## src/shared/ppc_regs.svh

```systemverilog
// Purpose: constants for the power path and cable supply control block
// Assumes: core clock of 200 MHz
// Notes: nonvolatile defaults arrive as strap ports, caught after reset
`ifndef PPC_REGS_SVH
`define PPC_REGS_SVH
`define PPC_CLK_PERIOD_PS 5000
`define PPC_CS_DISCH_MS 250
`define PPC_CS_DISCH_CYCLES ((`PPC_CS_DISCH_MS * 64'd1000000000) / `PPC_CLK_PERIOD_PS)
`define PPC_UNDERVOLTAGE_LOCKOUT_HIGH_SEL 1'b1
`define PPC_UNDERVOLTAGE_LOCKOUT_LOW_SEL 1'b0
`define PPC_WIN_NOM_PCT 5
`define PPC_WIN_SHIFT_MAX_PCT 15
`define PPC_STATE_W 4
`endif

```

## src/shared/ppc_pkg.sv

```systemverilog
// Purpose: types for the power path and cable supply control block
// Assumes: attach state codes come from the attach state machine
// Notes: none
package ppc_pkg;
  typedef enum logic [3:0] {
    PPC_UNATTACHED = 4'h0,
    PPC_ATT_WAIT_SRC = 4'h1,
    PPC_ATTACHED_SRC = 4'h2,
    PPC_UNOR_DBG_SRC = 4'h3,
    PPC_OR_DBG_SRC = 4'h4,
    PPC_ATT_WAIT_SNK = 4'h5,
    PPC_ATTACHED_SNK = 4'h6,
    PPC_DBG_SNK = 4'h7,
    PPC_ERR_RECOVERY = 4'h8,
    PPC_OTHER = 4'hF
  } ppc_attach_t;

  typedef enum logic [1:0] {
    PPC_ROLE_SRC = 2'h0,
    PPC_ROLE_SNK = 2'h1,
    PPC_ROLE_DRP = 2'h2
  } ppc_role_t;

  typedef struct packed {
    logic supply_above_uv;
    logic supply_below_ov;
    logic bus_in_window;
    logic bus_above_uv;
    logic bus_vsafe0v;
  } ppc_mon_t;

  typedef struct packed {
    logic supply_undervolt_check_en;
    logic supply_overvolt_check_en;
    logic bus_window_check_sel;
    logic cs_discharge_en;
    logic cs_undervoltage_lockout_high_sel;
  } ppc_cfg_t;

  typedef struct packed {
    logic drive_o;
    logic drive_oe;
  } ppc_od_t;
endpackage : ppc_pkg

```

## src/hw/ppc_od_driver.sv

```systemverilog
// Purpose: open-drain style power-path enable pin driver
// Assumes: assert request is glitch free from one flop domain
// Notes: output level is always low; only the enable moves
`timescale 1ns/10ps
module ppc_od_driver
  import ppc_pkg::*;
(
  input wire logic core_clk,
  input wire logic rst,
  input wire logic assert_req,
  output ppc_od_t pin
);
  logic oe_r;

  always_ff @(posedge core_clk) begin
    if (rst) begin
      oe_r <= 1'b0;
    end else begin
      oe_r <= assert_req;
    end
  end

  // low when asserted, released otherwise, never high
  assign pin.drive_o = 1'b0;
  assign pin.drive_oe = oe_r;
endmodule : ppc_od_driver

```

## src/hw/ppc_disch_timer.sv

```systemverilog
// Purpose: one-shot timer for the cable supply discharge interval
// Assumes: start is a one-cycle pulse
// Notes: a new start restarts the interval
`timescale 1ns/10ps
module ppc_disch_timer #(
  parameter int unsigned CYCLES = 50000000
) (
  input wire logic core_clk,
  input wire logic rst,
  input wire logic start,
  input wire logic abort,
  output logic active
);
  localparam int unsigned CW = $clog2(CYCLES + 1);
  logic [CW-1:0] cnt_r;

  if (CYCLES < 1) begin : g_bad_cycles
    $error("ppc_disch_timer: CYCLES must be at least 1");
  end

  always_ff @(posedge core_clk) begin
    if (rst) begin
      cnt_r <= '0;
    end else if (start) begin
      cnt_r <= CW'(CYCLES);
    end else if (abort) begin
      cnt_r <= '0;
    end else if (cnt_r != '0) begin
      cnt_r <= cnt_r - CW'(1);
    end
  end

  assign active = (cnt_r != '0);
endmodule : ppc_disch_timer

```

## src/hw/ppc_power_path_ctrl.sv

```systemverilog
// Purpose: power path enables and cable supply control for a Type-C port
// Assumes: monitor comparator outputs are synchronous to core_clk
// Notes: config defaults except the cable lockout threshold are straps caught in the cycle after reset release
// Function
// - source enable low only in source states, conditions met
// - a failed state or bus condition releases enable to high impedance
// - source supply uv and ov checks when enabled
// - bus window check, else bus above uv
// - sink enable low in sink states, bus valid
// - supply checks only in source and DRP power roles
// - supply check enables default from straps, software writable
// - window selection defaults from straps, software writable
// - source enable holds while attached and bus valid
// - attached source entry only at vsafe0v on connect
// - cable supply needs role, switches, sink, Ra, undervoltage_lockout
// - no cable supply in sink power role
// - cable switch enabled only above supply lockout
// - cable lockout threshold defaults high, software selects low
// - source discharge for fixed interval after sink detach
// - discharge disabled unless strapped, software writable
// - bus window five percent plus programmable shift
`timescale 1ns/10ps
`include "ppc_regs.svh"
module ppc_power_path_ctrl
  import ppc_pkg::*;
#(
  parameter int unsigned DISCH_CYCLES = 32'(`PPC_CS_DISCH_CYCLES),
  parameter int unsigned SHIFT_W = 4
) (
  input wire logic core_clk,
  input wire logic rst,
  input ppc_attach_t cc_fsm_state_report,
  input ppc_role_t power_role,
  input ppc_mon_t mon,
  input ppc_cfg_t nvm_default,
  input wire logic sw_cfg_we,
  input ppc_cfg_t sw_cfg,
  input wire logic [SHIFT_W-1:0] nvm_win_high_shift,
  input wire logic [SHIFT_W-1:0] nvm_win_low_shift,
  input wire logic sw_shift_we,
  input wire logic [SHIFT_W-1:0] sw_win_high_shift,
  input wire logic [SHIFT_W-1:0] sw_win_low_shift,
  input wire logic connect_detect,
  input wire logic cs_switch_en,
  input wire logic sink_connected,
  input wire logic ra_on_cc1,
  input wire logic ra_on_cc2,
  input wire logic cc1_is_wired,
  input wire logic cable_supply_input_above_lockout,
  output ppc_od_t source_power_path_enable,
  output ppc_od_t sink_power_path_enable,
  output logic cs_to_cc1,
  output logic cs_to_cc2,
  output logic cs_discharge,
  output logic cs_undervoltage_lockout_high_sel,
  output logic [SHIFT_W:0] win_high_pct,
  output logic [SHIFT_W:0] win_low_pct,
  output logic src_entry_allowed,
  output ppc_cfg_t cfg_status
);

  // narrow shifts would overflow the percent sum
  if (SHIFT_W < 3 || SHIFT_W > 8) begin : g_bad_shift_w
    $error("ppc_power_path_ctrl: SHIFT_W out of range");
  end
  if (DISCH_CYCLES < 1) begin : g_bad_disch
    $error("ppc_power_path_ctrl: DISCH_CYCLES must be at least 1");
  end

  function automatic logic is_src_state(input ppc_attach_t s);
    is_src_state = (s == PPC_ATTACHED_SRC) || (s == PPC_UNOR_DBG_SRC) || (s == PPC_OR_DBG_SRC);
  endfunction : is_src_state

  function automatic logic is_snk_state(input ppc_attach_t s);
    is_snk_state = (s == PPC_ATTACHED_SNK) || (s == PPC_DBG_SNK);
  endfunction : is_snk_state

  function automatic logic [SHIFT_W:0] clamp_pct(input logic [SHIFT_W-1:0] sh);
    logic [SHIFT_W:0] v;
    v = {1'b0, sh};
    if (v > (SHIFT_W+1)'(`PPC_WIN_SHIFT_MAX_PCT)) begin
      v = (SHIFT_W+1)'(`PPC_WIN_SHIFT_MAX_PCT);
    end
    clamp_pct = v + (SHIFT_W+1)'(`PPC_WIN_NOM_PCT);
  endfunction : clamp_pct

  function automatic logic bus_cond(input ppc_cfg_t c, input ppc_mon_t m);
    bus_cond = c.bus_window_check_sel ? m.bus_in_window : m.bus_above_uv;
  endfunction : bus_cond

  function automatic logic supply_cond(input ppc_cfg_t c, input ppc_mon_t m, input logic src_role);
    logic ok;
    ok = 1'b1;
    if (src_role) begin
      if (c.supply_undervolt_check_en && !m.supply_above_uv) begin
        ok = 1'b0;
      end
      if (c.supply_overvolt_check_en && !m.supply_below_ov) begin
        ok = 1'b0;
      end
    end
    supply_cond = ok;
  endfunction : supply_cond

  function automatic logic cs_role_ok(input ppc_role_t r, input ppc_attach_t s);
    cs_role_ok = (r == PPC_ROLE_SRC || r == PPC_ROLE_DRP) && !is_snk_state(s);
  endfunction : cs_role_ok

  // configuration: strap capture after reset, then software writes
  logic boot_r;
  ppc_cfg_t cfg_r;
  logic uv_chk_en_r;
  logic ov_chk_en_r;
  logic win_sel_r;
  logic disch_en_r;
  logic undervoltage_lockout_high_r;
  logic [SHIFT_W-1:0] hi_shift_r;
  logic [SHIFT_W-1:0] lo_shift_r;

  always_ff @(posedge core_clk) begin
    if (rst) begin
      boot_r <= 1'b1;
    end else begin
      boot_r <= 1'b0;
    end
  end

  always_ff @(posedge core_clk) begin
    if (rst) begin
      uv_chk_en_r <= 1'b0;
    end else if (boot_r) begin
      uv_chk_en_r <= nvm_default.supply_undervolt_check_en;
    end else if (sw_cfg_we) begin
      uv_chk_en_r <= sw_cfg.supply_undervolt_check_en;
    end
  end

  always_ff @(posedge core_clk) begin
    if (rst) begin
      ov_chk_en_r <= 1'b0;
    end else if (boot_r) begin
      ov_chk_en_r <= nvm_default.supply_overvolt_check_en;
    end else if (sw_cfg_we) begin
      ov_chk_en_r <= sw_cfg.supply_overvolt_check_en;
    end
  end

  always_ff @(posedge core_clk) begin
    if (rst) begin
      win_sel_r <= 1'b1;
    end else if (boot_r) begin
      win_sel_r <= nvm_default.bus_window_check_sel;
    end else if (sw_cfg_we) begin
      win_sel_r <= sw_cfg.bus_window_check_sel;
    end
  end

  always_ff @(posedge core_clk) begin
    if (rst) begin
      disch_en_r <= 1'b0;
    end else if (boot_r) begin
      disch_en_r <= nvm_default.cs_discharge_en;
    end else if (sw_cfg_we) begin
      disch_en_r <= sw_cfg.cs_discharge_en;
    end
  end

  always_ff @(posedge core_clk) begin
    if (rst) begin
      undervoltage_lockout_high_r <= `PPC_UNDERVOLTAGE_LOCKOUT_HIGH_SEL;
    end else if (boot_r) begin
      undervoltage_lockout_high_r <= `PPC_UNDERVOLTAGE_LOCKOUT_HIGH_SEL;
    end else if (sw_cfg_we) begin
      undervoltage_lockout_high_r <= sw_cfg.cs_undervoltage_lockout_high_sel;
    end
  end

  assign cfg_r = {uv_chk_en_r, ov_chk_en_r, win_sel_r, disch_en_r, undervoltage_lockout_high_r};

  always_ff @(posedge core_clk) begin
    if (rst) begin
      hi_shift_r <= '0;
    end else if (boot_r) begin
      hi_shift_r <= nvm_win_high_shift;
    end else if (sw_shift_we) begin
      hi_shift_r <= sw_win_high_shift;
    end
  end

  always_ff @(posedge core_clk) begin
    if (rst) begin
      lo_shift_r <= '0;
    end else if (boot_r) begin
      lo_shift_r <= nvm_win_low_shift;
    end else if (sw_shift_we) begin
      lo_shift_r <= sw_win_low_shift;
    end
  end

  // window bounds for the analog comparators
  always_ff @(posedge core_clk) begin
    if (rst) begin
      win_high_pct <= (SHIFT_W+1)'(`PPC_WIN_NOM_PCT);
    end else begin
      win_high_pct <= clamp_pct(hi_shift_r);
    end
  end

  always_ff @(posedge core_clk) begin
    if (rst) begin
      win_low_pct <= (SHIFT_W+1)'(`PPC_WIN_NOM_PCT);
    end else begin
      win_low_pct <= clamp_pct(lo_shift_r);
    end
  end

  // bus and supply conditions
  logic bus_ok;
  logic supply_ok;
  logic src_role;
  logic src_go;
  logic snk_go;

  always_comb begin
    bus_ok = bus_cond(cfg_r, mon);
    src_role = (power_role != PPC_ROLE_SNK);
    supply_ok = supply_cond(cfg_r, mon, src_role);
  end

  // source enable: supply checks qualify assertion only; hold on bus
  logic src_on_r;

  always_comb begin
    if (!is_src_state(cc_fsm_state_report) || !bus_ok || boot_r) begin
      src_go = 1'b0;
    end else if (src_on_r) begin
      src_go = 1'b1;
    end else begin
      src_go = supply_ok;
    end
    snk_go = is_snk_state(cc_fsm_state_report) && bus_ok && !boot_r;
  end

  always_ff @(posedge core_clk) begin
    if (rst) begin
      src_on_r <= 1'b0;
    end else begin
      src_on_r <= src_go;
    end
  end

  ppc_od_driver u_src_drv (
    .core_clk(core_clk),
    .rst(rst),
    .assert_req(src_go),
    .pin(source_power_path_enable)
  );

  ppc_od_driver u_snk_drv (
    .core_clk(core_clk),
    .rst(rst),
    .assert_req(snk_go),
    .pin(sink_power_path_enable)
  );

  // attached source entry permission for the attach machine
  always_ff @(posedge core_clk) begin
    if (rst) begin
      src_entry_allowed <= 1'b0;
    end else begin
      src_entry_allowed <= connect_detect && mon.bus_vsafe0v;
    end
  end

  // cable supply switching onto the unwired line
  logic cs_ok;
  logic cs_go;

  always_comb begin
    cs_ok = cs_role_ok(power_role, cc_fsm_state_report)
      && cs_switch_en && sink_connected
      && cable_supply_input_above_lockout;
    cs_go = cs_ok && !boot_r;
  end

  always_ff @(posedge core_clk) begin
    if (rst) begin
      cs_to_cc1 <= 1'b0;
    end else begin
      cs_to_cc1 <= cs_go && !cc1_is_wired && ra_on_cc1;
    end
  end

  always_ff @(posedge core_clk) begin
    if (rst) begin
      cs_to_cc2 <= 1'b0;
    end else begin
      cs_to_cc2 <= cs_go && cc1_is_wired && ra_on_cc2;
    end
  end

  always_ff @(posedge core_clk) begin
    if (rst) begin
      cs_undervoltage_lockout_high_sel <= `PPC_UNDERVOLTAGE_LOCKOUT_HIGH_SEL;
    end else begin
      cs_undervoltage_lockout_high_sel <= cfg_r.cs_undervoltage_lockout_high_sel;
    end
  end

  // discharge after sink detach in source and DRP roles
  logic sink_seen_r;
  logic detach_pulse;
  logic disch_active;

  always_ff @(posedge core_clk) begin
    if (rst) begin
      sink_seen_r <= 1'b0;
    end else begin
      sink_seen_r <= sink_connected;
    end
  end

  assign detach_pulse = sink_seen_r && !sink_connected && (power_role != PPC_ROLE_SNK)
    && cfg_r.cs_discharge_en;

  ppc_disch_timer #(
    .CYCLES(DISCH_CYCLES)
  ) u_disch (
    .core_clk(core_clk),
    .rst(rst),
    .start(detach_pulse),
    .abort(power_role == PPC_ROLE_SNK),
    .active(disch_active)
  );

  always_ff @(posedge core_clk) begin
    if (rst) begin
      cs_discharge <= 1'b0;
    end else begin
      cs_discharge <= disch_active;
    end
  end

  always_ff @(posedge core_clk) begin
    if (rst) begin
      cfg_status <= '0;
    end else begin
      cfg_status <= cfg_r;
    end
  end
endmodule : ppc_power_path_ctrl

```

## config.mk

```make
export PLATFORM = sky130hd
export DESIGN_NAME = ppc_power_path_ctrl
export DESIGN_NICKNAME = d
export VERILOG_FILES = /design/src/shared/ppc_pkg.sv /design/src/hw/ppc_od_driver.sv /design/src/hw/ppc_disch_timer.sv /design/src/hw/ppc_power_path_ctrl.sv
export VERILOG_INCLUDE_DIRS = /design/src /design/src/shared
export SDC_FILE = /design/constraint.sdc
export NUM_CORES = 1
export LEC_CHECK = 0
export BUFFER_PORTS_ARGS = -buffer_cell sky130_fd_sc_hd__buf_2
export CORE_UTILIZATION = 30
export CTS_CLUSTER_DIAMETER = 200
export DETAILED_ROUTE_END_ITERATION = 8
export SYNTH_ARGS = -nofsm -noshare
export SYNTH_HDL_FRONTEND = slang
export SYNTH_SLANG_ARGS = --single-unit
```

## constraint.sdc

```tcl
create_clock -name core_clk -period 4.01 [get_ports core_clk]
set_input_delay 0.802 -clock core_clk [delete_from_list [all_inputs] [get_ports core_clk]]
set_output_delay 0.802 -clock core_clk [all_outputs]
set_load 0.02 [all_outputs]
```

# ---- Word level (Yosys, flattened, before mapping)
# Cells that the tools add are included.
dict set report word_totals {
  regBits 63
  latchBits 0
  ramBits 0
  rom_bits 0
  out_inout_bits 24
  wordCells 96
  memories 0
}
dict set report classes {
  add_sub_neg 3
  mul 0
  div 0
  magnitude_cmp 0
  eq_ne 8
  shifts 0
  mux 21
  bitwise_logic 0
  n_reduce_logical 39
}
# cell n
set ops {}
lappend ops {{26-bit two-way mux} 3}
lappend ops {{26-bit nonzero test} 1}
lappend ops {{26-bit by 1-bit subtractor with 26-bit output, second input constant} 1}
lappend ops {{1-bit logical AND} 17}
lappend ops {{4-bit two-way mux} 4}
lappend ops {{1-bit two-way mux} 14}
lappend ops {{4-bit by 3-bit equality test with 1-bit output, second input constant} 3}
lappend ops {{4-bit by 3-bit adder with 5-bit output, second input constant} 2}
lappend ops {{4-bit by 2-bit equality test with 1-bit output, second input constant} 2}
lappend ops {{1-bit logical NOT} 8}
lappend ops {{1-bit logical OR} 6}
lappend ops {{2-bit nonzero test} 2}
lappend ops {{2-bit OR reduction} 2}
lappend ops {{3-bit nonzero test} 1}
lappend ops {{3-bit OR reduction} 1}
lappend ops {{2-bit by 1-bit equality test with 1-bit output, second input constant} 1}
lappend ops {{2-bit equality test, second input constant} 1}
lappend ops {{2-bit logical NOT} 1}
lappend ops {{2-bit by 1-bit inequality test with 1-bit output, second input constant} 1}

# ---- Longest topological paths before layout
dict set report depth {
  depth_word 10
  mapped_depth 8
  ltp_nobuf 6
}

# ---- Hierarchy
# Synthesis repeated with hierarchy kept, for this count alone.
dict set report hier_totals {
  hier_cells 292
  area_unflattened_um2 2855.2
}
# mod n_inst cells_each area_each_um2 seq_area_each_um2
set modules_own_cells {}
lappend modules_own_cells {ppc_power_path_ctrl 1 129 1393.8 720.7}
lappend modules_own_cells {ppc_disch_timer 1 153 1356.3 520.5}
lappend modules_own_cells {ppc_od_driver 2 5 52.6 20.0}

# ---- Worst setup path before layout
# No wires, ideal clock.
dict set report synth_timing {
  kind {reg2reg}
  from {register u_disch.cnt_r[13]}
  to {register u_disch.cnt_r[17]}
  arrival_ps 2340
  required_time_ps 3874
  setup_slack_ps 1534
  path_stages_with_launch 9
  path_buffers 3
  path_cell_list {dfxtp_1 > or4_1 > buf_2 > or4_4 > buf_6 > or3_4 > buf_6 > nand3_4 > a22oi_1}
}
dict set report synth_between {
  elab_chain_cells 4
}
# item line_no
set synth_rtl {}
lappend synth_rtl {{from (decl)} ppc_disch_timer.sv:15} ;# logic [CW-1:0] cnt_r;
lappend synth_rtl {{from (signal assigned)} ppc_disch_timer.sv:25} ;# cnt_r <= CW'(CYCLES);
lappend synth_rtl {{from (signal assigned)} ppc_disch_timer.sv:29} ;# cnt_r <= cnt_r - CW'(1);
lappend synth_rtl {{26-bit by 1-bit subtractor with 26-bit output} ppc_disch_timer.sv:29}
lappend synth_rtl {{26-bit two-way mux} ppc_disch_timer.sv:28} ;# end else if (cnt_r != '0) begin
lappend synth_rtl {{26-bit two-way mux} ppc_disch_timer.sv:26} ;# end else if (abort) begin
lappend synth_rtl {{26-bit two-way mux} ppc_disch_timer.sv:24} ;# end else if (start) begin
# Parallel ways exist; a longest one is shown, timed or not. The select of a mux whose other input is x is not followed.
# A chain may end at the register's enable or synchronous reset.

# ---- Worst setup path after layout
dict set report layout_timing {
  from {register u_disch.cnt_r[13]}
  to {register u_disch.cnt_r[9]}
}
dict set report layout_between {
  elab_chain_cells 1
}
# item line_no
set layout_rtl {}
lappend layout_rtl {{26-bit nonzero test} ppc_disch_timer.sv:28}
# No other way between the ends.

==> impl_metrics.toml <==
[status]
status = "finished, final reports clean"

[detailed_routing]
drtPass1Iterations = 4
wl_met1_mm = 2.78
dr_wl_met3_um = 350
vias_per_cell = 4.83
top_layer = "met4"
ant_nets = 0
num_vias = 2300
drt_iter0_drc = 133
remaining_drc_errors = 0
wl_met2_mm = 2.67
wire_per_inst_um = 12.5
finalWirelength_mm = 5.96

[die]
die_w_um = 97.2
die_h_um = 97.2
io_pins = 72
rows = 34
coreArea_um2 = 8760
start_util_pct = 31.1
fp.dieArea_um2 = 9460

[logic_synthesis]
ys_warn_count = 0
yosysUniqueCellTypes = 46
synthTopCellsByArea = "dfxtp_1 (46%), mux2i_1 (5.5%), nor2_1 (5.4%)"
syn_avg_cell_area_um2 = 8.95
yosys.area.top_type = "dfxtp_1"
synthArstFlopShare_pct = 0
ys_ff_latch = 63
syn-cell-area_um2 = 2720
synth_common_cells = "dfxtp_1 (63), nor2_1 (39), a21oi_1 (20), nand2_1 (20), mux2i_1 (15)"
synth_top_cell_area_share_pct = 46.3
yosysSeqAreaShare_pct = 46.3
postSynthCellCount = 304
synth_edf_count = 0
ys.flop_type = "dfxtp_1"
yosys.cell_count.top_type = "dfxtp_1"

[pwr]
ir_drop_uv = 285
power.leakage_uw = 0.00151
p_per_area_nw_per_um2 = 765

[layout]
num_antenna_cells = 0
syn_to_final_growth_pct = 22.2
final_nets = 414
drive_gt1_share_pct = 25.3

[grt]
overflow = 0
grt_start_max_net_pins = 29
grt_pass1_wl_mm = 10.4
grt_antenna_before_repair = 0
grt_pass1_vias = 2205
grt.total_usage_pct = 13.9

[sta]
rsz0062_at_grt = "false"
timing.fmax_mhz = 386
tightest_slew_ns = 0.829
tns_ns = 0
max-slew-margin-rel_pct = 44.7
period_minus_slack_ns = 2.59
fin_crit_sh_pct = 64.5
hold_viol = 0
finClkSkew_ns = 0.0102
whs_ns = 0.433
setup_slack_ns = 1.42
setup_viol = 0
drv_slew = 0

[setup_path]
worstPathMaxFanout = 15
start_kind = "register"
cp.arrival_ns = 2.85
worstSetupEndpointType = "register"
crit_required_ns = 4.27
crit_type = "reg2reg"

[cts]
postCtsSetupBuffers = 0
cts-root-buf = "clkbuf_8"
cts.sinks = 63
htreeDepth = 3
insertion_delay_ns = 0.35
cts_buffers = 9
clk_pin_slew_ns = 0.07
clockBufferDepth = 2
post_cts_resized = 0
tritoncts = "yes"
hold_buffers = 0

[job]
drv_cap = 0

[worst_hold_path]
hp-class = "reg2reg"

[placement]
place_ws_ns = 1.19
io_buffers = 68
gp_congestion = 0.740
post-dp-hpwl_mm = 4.29
[power by group]
| group | internal [uW] | switching [uW] |
|---|---|---|
| combinational | 428 | 626 |
| clock | 370 | 258 |
| sequential | 750 | 112 |
| total | 1550 | 997 |
[flip-flops by register name (all words and copies together), names as in the netlist]
register and flops:
sink_seen_r 1, undervoltage_lockout_high_r 1, boot_r 1, u_disch.cnt_r 26
uv_chk_en_r 1, ov_chk_en_r 1, cs_discharge 1, lo_shift_r 4
cs_undervoltage_lockout_high_sel 1, src_entry_allowed 1, hi_shift_r 4, u_src_drv.oe_r 1
disch_en_r 1, cfg_status 5, win_low_pct 5, win_high_pct 5
cs_to_cc2 1, u_snk_drv.oe_r 1, win_sel_r 1, cs_to_cc1 1
[critical path, stage by stage (launching register included)]
cell and delay, ns:
dfxtp_1 0.35, or4_1 0.69, or4_4 0.63, nor3_4 0.51
o21ai_0 0.18, a21oi_1 0.14
[per-stage QoR]
step	utilization [%]	instance area, um2	cells	total power, uW
finish	37.9	3320	476	2540
global route	37.9	3320	476	2760
CTS	37.9	3320	476	2560
detailed placement	35.3	3090	460	1920
global placement	35.3	3090	460	1900
floorplan	-	2730	305	1770
[final cells by class]
cell class	instances	area, um2
tap	108	135
clock inverter	6	93.8
timing repair buffer	69	348
multi-input combinational	215	1330
fill	923	5440
inverter	5	18.8
sequential	63	1260
clock buffer	10	138
[placed cells by master, fill, tap and decap left out, drive strengths merged, types with 4 or more instances in the layout]
master	n
a21oi	20
buf	69
clkbuf	10
dfxtp	63
inv	5
mux2i	15
nand2	20
nand3	7
nor2	39
nor2b	9
nor3	13
nor4	4
o21ai	15
o31ai	6
or3	11
or4	8
xor2	12
[worst paths after layout]
kind	startpoint	to	cells past startpoint	slack (ns)
max reg2reg	u_disch.cnt_r[13]$_SDFFE_PP0P_	u_disch.cnt_r[9]$_SDFFE_PP0N_	5	1.42
min reg2reg	hi_shift_r[0]$_SDFFE_PP0P_	win_high_pct[0]$_SDFF_PP1_	1	0.43
max	u_disch.cnt_r[13]$_SDFFE_PP0P_	u_disch.cnt_r[9]$_SDFFE_PP0N_	5	1.42
min	hi_shift_r[0]$_SDFFE_PP0P_	win_high_pct[0]$_SDFF_PP1_	1	0.43
[logic make-up after synthesis]
family / Yosys count / share of synthesized area [%]
flops: 63 / 46.3
buf+inv: 27 / 4.92
other cells: 1 / 0.138
compound gates: 56 / 12.7
mux: 16 / 5.93
simple gates: 123 / 23.8
xor+xnor: 15 / 4.83
fa+ha+maj: 3 / 1.38
[layer usage]
layer	up-vias	global-route usage, %
met5	-	0
met4	0	7.81
met3	15	4.24
met2	59	21.2
met1	1047	17.3
li1	1179	-
No activity file was read; power rests on OpenSTA's default activity.
